$ cat src/core/cod_consts.vh
/*
 opcode decoder constants: opcodes, operation codes, addressing modes,
 bus cycle kinds, lengths and base cycle counts.
 assumes inclusion by the decoder files only.
*/
`ifndef COD_CONSTS_VH
`define COD_CONSTS_VH

`define COD_OPC_BIT0_LOW_BR 8'h01
`define COD_OPC_CLEAR_BIT0 8'h11
`define COD_OPC_NEVER_BR 8'h21
`define COD_OPC_COMPARE_BR_DIRECT 8'h31
`define COD_OPC_COMPARE_BR_ACC 8'h41
`define COD_OPC_COMPARE_BR_XLOW 8'h51
`define COD_OPC_COMPARE_BR_IDX_PINC 8'h61
`define COD_OPC_SIGNED_BELOW_BR 8'h91
`define COD_OPC_ACCMEM_DIRECT 8'hb1
`define COD_OPC_ACCMEM_FULL 8'hc1
`define COD_OPC_ACCMEM_IDX_WORD 8'hd1
`define COD_OPC_WAIT_IRQ 8'h8f

`define COD_OP_UNKNOWN 4'h0
`define COD_OP_BR_BIT0_LOW 4'h1
`define COD_OP_CLEAR_BIT0 4'h2
`define COD_OP_BR_NEVER 4'h3
`define COD_OP_COMPARE_BR_EQ 4'h4
`define COD_OP_COMPARE_ACC_BR_EQ 4'h5
`define COD_OP_COMPARE_XLO_BR_EQ 4'h6
`define COD_OP_BR_SIGNED_BELOW 4'h7
`define COD_OP_ACC_VS_MEM 4'h8
`define COD_OP_WAIT_IRQ 4'h9

`define COD_MODE_NONE 4'h0
`define COD_MODE_DIRECT 4'h1
`define COD_MODE_FULL_ADDR 4'h2
`define COD_MODE_LITERAL 4'h3
`define COD_MODE_IMPLIED 4'h4
`define COD_MODE_IDX_BYTE 4'h5
`define COD_MODE_IDX_WORD 4'h6
`define COD_MODE_IDX_BYTE_PINC 4'h7
`define COD_MODE_PC_OFFSET 4'h8

`define COD_CYC_FREE 3'h0
`define COD_CYC_FETCH 3'h1
`define COD_CYC_RD 3'h2
`define COD_CYC_WR 3'h3
`define COD_CYC_PUSH 3'h4
`define COD_CYC_POP 3'h5
`define COD_CYC_VEC 3'h6

`define COD_LEN_1 2'h1
`define COD_LEN_2 2'h2
`define COD_LEN_3 2'h3
`define COD_CNT_2 4'h2
`define COD_CNT_3 4'h3
`define COD_CNT_4 4'h4
`define COD_CNT_5 4'h5
`define COD_VEC_PAGE 8'hff
`define COD_RST_PC 16'h0000
`define COD_RST_ADDR 16'h0000
`define COD_RST_DATA 8'h00
`define COD_RST_LEN 2'h0
`define COD_RST_CYC 4'h0

`define COD_F_OP_HI 13
`define COD_F_OP_LO 10
`define COD_F_LEN_HI 9
`define COD_F_LEN_LO 8
`define COD_F_MODE_HI 7
`define COD_F_MODE_LO 4
`define COD_F_CYC_HI 3
`define COD_F_CYC_LO 0

`endif

$ cat src/core/cod_busgen.v
/*
 bus cycle generator: turns a cycle kind into one bus access.
 assumes clk is the bus clock and requests arrive on that clock.
*/
`timescale 1ns/1ns
`include "cod_consts.vh"
module cod_busgen (
    // clock and reset
    input wire clk,
    input wire resetn,
    // request
    input wire req,
    input wire [2:0] kind,
    input wire [15:0] opnd_addr,
    input wire [15:0] sp,
    input wire [7:0] vec_low_addr,
    input wire [7:0] wdata,
    input wire vec_second,
    // bus
    output reg [15:0] addr_q,
    output reg rd_q,
    output reg wr_q,
    output reg [7:0] wdata_q,
    output reg [15:0] pc_q
);
    always @(posedge clk) begin
        if (!resetn) begin
            addr_q <= `COD_RST_ADDR;
            rd_q <= 1'b0;
            wr_q <= 1'b0;
            wdata_q <= `COD_RST_DATA;
            pc_q <= `COD_RST_PC;
        end else begin
            rd_q <= 1'b0;
            wr_q <= 1'b0;
            if (req) begin
                case (kind)
                    `COD_CYC_FREE: begin
                        rd_q <= 1'b1;
                        addr_q <= pc_q;
                    end
                    `COD_CYC_FETCH: begin
                        rd_q <= 1'b1;
                        addr_q <= pc_q;
                        pc_q <= pc_q + 16'h0001;
                    end
                    `COD_CYC_RD: begin
                        rd_q <= 1'b1;
                        addr_q <= opnd_addr;
                    end
                    `COD_CYC_WR: begin
                        wr_q <= 1'b1;
                        addr_q <= opnd_addr;
                        wdata_q <= wdata;
                    end
                    `COD_CYC_PUSH: begin
                        wr_q <= 1'b1;
                        addr_q <= sp;
                        wdata_q <= wdata;
                    end
                    `COD_CYC_POP: begin
                        rd_q <= 1'b1;
                        addr_q <= sp + 16'h0001;
                    end
                    `COD_CYC_VEC: begin
                        rd_q <= 1'b1;
                        addr_q <= {`COD_VEC_PAGE,
                                   vec_low_addr[7:1], vec_second};
                    end
                    default: begin
                        rd_q <= 1'b1;
                        addr_q <= pc_q;
                    end
                endcase
            end
        end
    end
endmodule

$ cat src/core/cod_decoder.v
/*
 opcode decoder slice of the core: for each listed opcode it gives the
 operation, the length in bytes, the addressing mode and the base cycle
 count, all registered, plus a held halt flag and a one-cycle mask
 clear pulse for the wait opcode. it also holds the bus cycle generator
 that turns one requested cycle kind into one system bus access.
 assumes opcodes and cycle requests come from the fetch sequencer on
 clk, at most one of each per clock; bus answers are not seen here.
 halting on the wait opcode is left to the sequencer, which only sees
 the flag; unknown opcodes give all zero fields with the known flag low
 so that the sequencer can trap them.
*/
`timescale 1ns/1ns
`include "cod_consts.vh"
module cod_decoder (
    // clock and reset
    input wire clk,
    input wire resetn,
    // opcode in
    input wire opc_valid,
    input wire [7:0] opcode,
    // decode out
    output reg dec_valid_q,
    output reg [3:0] dec_op_q,
    output reg [1:0] dec_len_q,
    output reg [3:0] dec_mode_q,
    output reg [3:0] dec_cycles_q,
    output reg dec_known_q,
    output reg dec_wait_q,
    output reg dec_clr_imask_q,
    // bus cycle request
    input wire cyc_req,
    input wire [2:0] cyc_kind,
    input wire [15:0] cyc_addr,
    input wire [15:0] cyc_sp,
    input wire [7:0] cyc_vec,
    input wire [7:0] cyc_wdata,
    input wire cyc_vec_second,
    // system bus
    output wire [15:0] bus_addr,
    output wire bus_rd,
    output wire bus_wr,
    output wire [7:0] bus_wdata,
    output wire [15:0] fetch_pc
);
    // packed {op, len, mode, cycles}; unknown opcodes give all zero so
    // the sequencer can trap them
    function [13:0] dec_fn;
        input [7:0] o;
        reg [3:0] op;
        reg [1:0] ln;
        reg [3:0] md;
        reg [3:0] cy;
        begin
            op = `COD_OP_UNKNOWN;
            ln = `COD_RST_LEN;
            md = `COD_MODE_NONE;
            cy = `COD_RST_CYC;
            case (o)
                `COD_OPC_BIT0_LOW_BR: begin
                    op = `COD_OP_BR_BIT0_LOW;
                    ln = `COD_LEN_3;
                    md = `COD_MODE_DIRECT;
                    cy = `COD_CNT_5;
                end
                `COD_OPC_CLEAR_BIT0: begin
                    op = `COD_OP_CLEAR_BIT0;
                    ln = `COD_LEN_2;
                    md = `COD_MODE_DIRECT;
                    cy = `COD_CNT_5;
                end
                `COD_OPC_NEVER_BR: begin
                    op = `COD_OP_BR_NEVER;
                    ln = `COD_LEN_2;
                    md = `COD_MODE_PC_OFFSET;
                    cy = `COD_CNT_3;
                end
                `COD_OPC_COMPARE_BR_DIRECT: begin
                    op = `COD_OP_COMPARE_BR_EQ;
                    ln = `COD_LEN_3;
                    md = `COD_MODE_DIRECT;
                    cy = `COD_CNT_5;
                end
                `COD_OPC_COMPARE_BR_ACC: begin
                    op = `COD_OP_COMPARE_ACC_BR_EQ;
                    ln = `COD_LEN_3;
                    md = `COD_MODE_LITERAL;
                    cy = `COD_CNT_4;
                end
                `COD_OPC_COMPARE_BR_XLOW: begin
                    op = `COD_OP_COMPARE_XLO_BR_EQ;
                    ln = `COD_LEN_3;
                    md = `COD_MODE_LITERAL;
                    cy = `COD_CNT_4;
                end
                `COD_OPC_COMPARE_BR_IDX_PINC: begin
                    op = `COD_OP_COMPARE_BR_EQ;
                    ln = `COD_LEN_3;
                    md = `COD_MODE_IDX_BYTE_PINC;
                    cy = `COD_CNT_5;
                end
                `COD_OPC_SIGNED_BELOW_BR: begin
                    op = `COD_OP_BR_SIGNED_BELOW;
                    ln = `COD_LEN_2;
                    md = `COD_MODE_PC_OFFSET;
                    cy = `COD_CNT_3;
                end
                `COD_OPC_ACCMEM_DIRECT: begin
                    op = `COD_OP_ACC_VS_MEM;
                    ln = `COD_LEN_2;
                    md = `COD_MODE_DIRECT;
                    cy = `COD_CNT_3;
                end
                `COD_OPC_ACCMEM_FULL: begin
                    op = `COD_OP_ACC_VS_MEM;
                    ln = `COD_LEN_3;
                    md = `COD_MODE_FULL_ADDR;
                    cy = `COD_CNT_4;
                end
                `COD_OPC_ACCMEM_IDX_WORD: begin
                    op = `COD_OP_ACC_VS_MEM;
                    ln = `COD_LEN_3;
                    md = `COD_MODE_IDX_WORD;
                    cy = `COD_CNT_4;
                end
                `COD_OPC_WAIT_IRQ: begin
                    op = `COD_OP_WAIT_IRQ;
                    ln = `COD_LEN_1;
                    md = `COD_MODE_IMPLIED;
                    cy = `COD_CNT_2;
                end
                default: begin
                    op = `COD_OP_UNKNOWN;
                    ln = `COD_RST_LEN;
                    md = `COD_MODE_NONE;
                    cy = `COD_RST_CYC;
                end
            endcase
            dec_fn = {op, ln, md, cy};
        end
    endfunction

    wire [13:0] dec_w;
    wire [3:0] dec_op_w;
    wire [1:0] dec_len_w;
    wire [3:0] dec_mode_w;
    wire [3:0] dec_cycles_w;
    wire dec_is_wait_w;

    assign dec_w = dec_fn(opcode);
    // field positions live in the header so the packing stays in one place
    assign dec_op_w = dec_w[`COD_F_OP_HI:`COD_F_OP_LO];
    assign dec_len_w = dec_w[`COD_F_LEN_HI:`COD_F_LEN_LO];
    assign dec_mode_w = dec_w[`COD_F_MODE_HI:`COD_F_MODE_LO];
    assign dec_cycles_w = dec_w[`COD_F_CYC_HI:`COD_F_CYC_LO];
    assign dec_is_wait_w = (dec_op_w == `COD_OP_WAIT_IRQ);

    // strobes last one cycle
    // a held mask clear would fire again on every later cycle
    always @(posedge clk) begin
        if (!resetn) begin
            dec_valid_q <= 1'b0;
            dec_clr_imask_q <= 1'b0;
        end else begin
            dec_valid_q <= opc_valid;
            dec_clr_imask_q <= opc_valid && dec_is_wait_w;
        end
    end

    // fields hold until next opcode
    // holding, not clearing, lets the sequencer read them at leisure
    always @(posedge clk) begin
        if (!resetn) begin
            dec_op_q <= `COD_OP_UNKNOWN;
            dec_len_q <= `COD_RST_LEN;
            dec_mode_q <= `COD_MODE_NONE;
            dec_cycles_q <= `COD_RST_CYC;
            dec_known_q <= 1'b0;
            dec_wait_q <= 1'b0;
        end else if (opc_valid) begin
            dec_op_q <= dec_op_w;
            dec_len_q <= dec_len_w;
            dec_mode_q <= dec_mode_w;
            dec_cycles_q <= dec_cycles_w;
            dec_known_q <= (dec_op_w != `COD_OP_UNKNOWN);
            dec_wait_q <= dec_is_wait_w;
        end
    end

    // bus cycles share clk with the sequencer, so no crossing is needed
    cod_busgen i_cod_busgen (
        .clk(clk),
        .resetn(resetn),
        // request side
        .req(cyc_req),
        .kind(cyc_kind),
        .opnd_addr(cyc_addr),
        .sp(cyc_sp),
        .vec_low_addr(cyc_vec),
        .wdata(cyc_wdata),
        .vec_second(cyc_vec_second),
        // bus side
        .addr_q(bus_addr),
        .rd_q(bus_rd),
        .wr_q(bus_wr),
        .wdata_q(bus_wdata),
        .pc_q(fetch_pc)
    );
endmodule

$ cat config.mk
export PLATFORM = sky130hd
export DESIGN_NAME = cod_decoder
export DESIGN_NICKNAME = d
export VERILOG_FILES = /design/src/core/cod_busgen.v /design/src/core/cod_decoder.v
export VERILOG_INCLUDE_DIRS = /design/src /design/src/core
export SDC_FILE = /design/constraint.sdc
export NUM_CORES = 1
export LEC_CHECK = 0
export BUFFER_PORTS_ARGS = -buffer_cell sky130_fd_sc_hd__buf_2
export CAP_MARGIN = 20
export CORE_MARGIN = 5
export CORE_UTILIZATION = 46
export CTS_BUF_LIST = sky130_fd_sc_hd__clkbuf_8
export DETAILED_ROUTE_END_ITERATION = 16
export PLACE_DENSITY = 0.84
export SYNTH_ARGS = -nofsm -noshare
export SYNTH_HDL_FRONTEND = slang
export SYNTH_SLANG_ARGS = --single-unit
$ cat constraint.sdc
create_clock -name clk -period 1.6 [get_ports clk]
set_clock_uncertainty 0.1 [all_clocks]
set_input_delay 0.32 -clock clk [delete_from_list [all_inputs] [get_ports clk]]
set_output_delay 0.32 -clock clk [all_outputs]
set_load 0.02 [all_outputs]
==> impl_metrics.json <==
{
  "status": "finished clean",
  "cp-start-kind": "flip-flop",
  "hold_buffers": 0,
  "cts_tree": "yes",
  "grtUsageMet1": 0.288,
  "cts_htree_levels": 3,
  "routed-via-count": 3734,
  "synthCells": 429,
  "rsz0062_at_grt": "false",
  "clock.fmax_ghz": 0.665,
  "synth_cell_types": 54,
  "chipHeight_um": 94.2,
  "powerDensity_nw_per_um2": 802,
  "clk_pin_slew_ps": 70,
  "avgSynthCellArea_sq_um": 7.59,
  "synth_nets": 495,
  "first_iter_violations": 199,
  "synth_edf_count": 0,
  "setup_viol": 0,
  "path_cells": "nand4_1, buf_4, nor2_1, nand4_1, xnor2_1, nor2_1",
  "place.gp.congestion": 0.894,
  "drive_above_1_share": 0.351,
  "gr-usage-met3": 0.0593,
  "whs_ps": 124,
  "die_x_um": 94.2,
  "cp.required_ps": 1730,
  "cp.arrival_ps": 1640,
  "io_buffers": 121,
  "critPathCaptureType": "flip-flop",
  "wl_mm": 10.2,
  "antenna_found_initial": 0,
  "post_cts_buffers": 0,
  "period_share": 0.940,
  "viasPerCell": 5.32,
  "layout_commonest_cell": "buf_2",
  "drc": 0,
  "critPathTopFamily": "simple AND/OR/NAND/NOR gates",
  "p_leak_nw": 2.15,
  "yosysSeqAreaShare": 0.363,
  "top_usage_layer": "met2",
  "worstSetupPathType": "reg2reg",
  "std_cell_rows": 30,
  "hold_violations": 0,
  "cpPeakStageDelay_ps": 340,
  "worstPathMaxFanout": 3,
  "grt_pass1_vias": 3587,
  "die_area_sq_um": 8870,
  "fillers": 623,
  "critPathBufInv": 1,
  "clock_latency_ps": 340,
  "holdPathEnd": "i_cod_busgen.wdata_q[2]$_SDFFE_PN0P_",
  "ff2ff_path_depth": 6,
  "min_path_cells": 3,
  "grt-ovfl-total": 0,
  "r2r_slack_ps": 100,
  "setup_slack_ps": 96.5,
  "nets": 667,
  "maxCapViolCount": 0,
  "ys_ff_latch": 59,
  "area_delta_synth_final_pct": 42.1,
  "rr_endpoint": "i_cod_busgen.pc_q[10]$_SDFFE_PN0P_",
  "hold_class": "in2reg",
  "fin_tns_setup_ps": 0,
  "place_inst": 686,
  "grt_usage": 0.232,
  "cts-root-buf": "clkbuf_8",
  "cts_inserted_buffers": 9,
  "p_total_mw": 3.72,
  "start_util": 0.477,
  "rr_startpoint": "i_cod_busgen.pc_q[5]$_SDFFE_PN0P_",
  "final_cells": 702,
  "period_needed_ps": 1500,
  "ant_nets": 0,
  "cts_buffer_depth": 2,
  "ir_drop_mv": 0.472,
  "core_sq_um": 6830,
  "synthArstFlopShare": 0,
  "layout_common_cells": "buf_2 (121), buf_4 (67), dfxtp_1 (59)",
  "gr-usage-met2": 0.396,
  "ys_warn_count": 0,
  "n_antenna_cell": 0,
  "drv_slew": 0,
  "worst_path_max_delay_cell": "dfxtp_1",
  "hp-start": "cyc_wdata[2]",
  "io_pins": 124,
  "avgRoutedWirePerCell_um": 14.5,
  "ys.flop_type": "dfxtp_1",
  "dp_hpwl_mm": 8.06,
  "drt_pass1_iterations": 4,
  "cts_sinks": 59,
  "pre_cts_ws_ps": -161,
  "grt_pass1_wl_mm": 16.5,
  "grt_max_degree": 41,
  "syn-cell-area_sq_um": 3260
}
[metrics by stage]
| step | instance area (sq um) | util |
|---|---|---|
| final | 4630 | 0.678 |
| after global routing | 4630 | 0.678 |
| after CTS | 4620 | 0.677 |
| after detailed placement | 4410 | 0.645 |
| after global placement | 4410 | 0.645 |
| after floorplan | 3310 | - |
[repair_timing]
action                                 CTS  global route
endpoints found under the hold margin    0             0
setup endpoints to repair                0             4
gates resized for setup                  0             2
[power by group]
part / switching, mW / total [mW] / internal (mW)
Combinational: 0.381 / 0.676 / 0.295
Clock: 0.619 / 1.49 / 0.873
Sequential: 0.0270 / 1.55 / 1.52
[worst max path at each step]
stage                                            startpoint                                  to  slack, ps  depth (start not counted)
after floorplan                                 cyc_kind[2]  i_cod_busgen.pc_q[15]$_SDFFE_PN0P_       -110                          8
after global placement                          cyc_kind[0]  i_cod_busgen.pc_q[15]$_SDFFE_PN0P_       -150                          6
after detailed placement                        cyc_kind[2]  i_cod_busgen.pc_q[15]$_SDFFE_PN0P_       -160                          6
after CTS                 i_cod_busgen.pc_q[1]$_SDFFE_PN0P_  i_cod_busgen.pc_q[10]$_SDFFE_PN0P_         50                          5
after global routing      i_cod_busgen.pc_q[5]$_SDFFE_PN0P_  i_cod_busgen.pc_q[10]$_SDFFE_PN0P_          9                          6
final                     i_cod_busgen.pc_q[5]$_SDFFE_PN0P_  i_cod_busgen.pc_q[10]$_SDFFE_PN0P_        100                          6
[state kept, by name (all words and copies together) (netlist names)]
register              count
i_cod_busgen.addr_q      16
i_cod_busgen.pc_q        16
i_cod_busgen.wdata_q      8
dec_mode_q                4
dec_op_q                  4
dec_cycles_q              3
dec_len_q                 2
dec_clr_imask_q           1
dec_known_q               1
dec_valid_q               1
dec_wait_q                1
i_cod_busgen.rd_q         1
i_cod_busgen.wr_q         1
[cell type report]
cell class	instances	area, sq um	area share
flip-flops and latches	59	1180	0.255
inverters	16	60.1	0.0130
clock buffers	9	124	0.0267
clock inverters	7	92.6	0.0200
repair buffers	189	1130	0.244
multi-input cells	326	1920	0.416
well taps	96	120	0.0259
[cell families after synthesis]
kind of cell / after synthesis / share of synthesized area
other: 1 / 0.00115
AO/OA/AOI/OAI: 117 / 0.216
multiplexers: 8 / 0.0257
adder cells (fa/ha/maj): 2 / 0.00768
AND/OR/NAND/NOR: 171 / 0.260
XOR/XNOR: 27 / 0.0726
flip-flops: 59 / 0.363
buffers and inverters: 44 / 0.0545
[per-layer routing]
layer	wire length, um	vias to the layer above	share of wire
li1	-	1859	-
met1	4400	1700	0.43
met2	4840	160	0.48
met3	799	15	0.079
met4	139	0	0.014
met5	0	-	0
[worst min-delay path, cell delays in order]
cell and delay, ps:
buf_2 90, nand3_1 50, a21oi_1 50
[Yosys cell counts (5+ instances only)]
master    number  share of area
o21ai_0       26          0.040
dfxtp_1       59           0.36
clkbuf_1      20          0.023
nand3_1       22          0.034
o21ai_1       11          0.017
nor2b_1        7          0.013
xor2_1        15          0.040
and3_1         5         0.0096
nor3_1        12          0.018
nand3b_1       5          0.012
a31oi_1        5         0.0096
nand4_1       10          0.019
nand2b_1       9          0.017
inv_1         13          0.015
mux2i_1        7          0.022
buf_2          7          0.011
a21oi_1       42          0.065
nand2_1       35          0.040
nor2_1        50          0.058
xnor2_1       12          0.032
No activity file was read; power rests on OpenSTA's default activity.
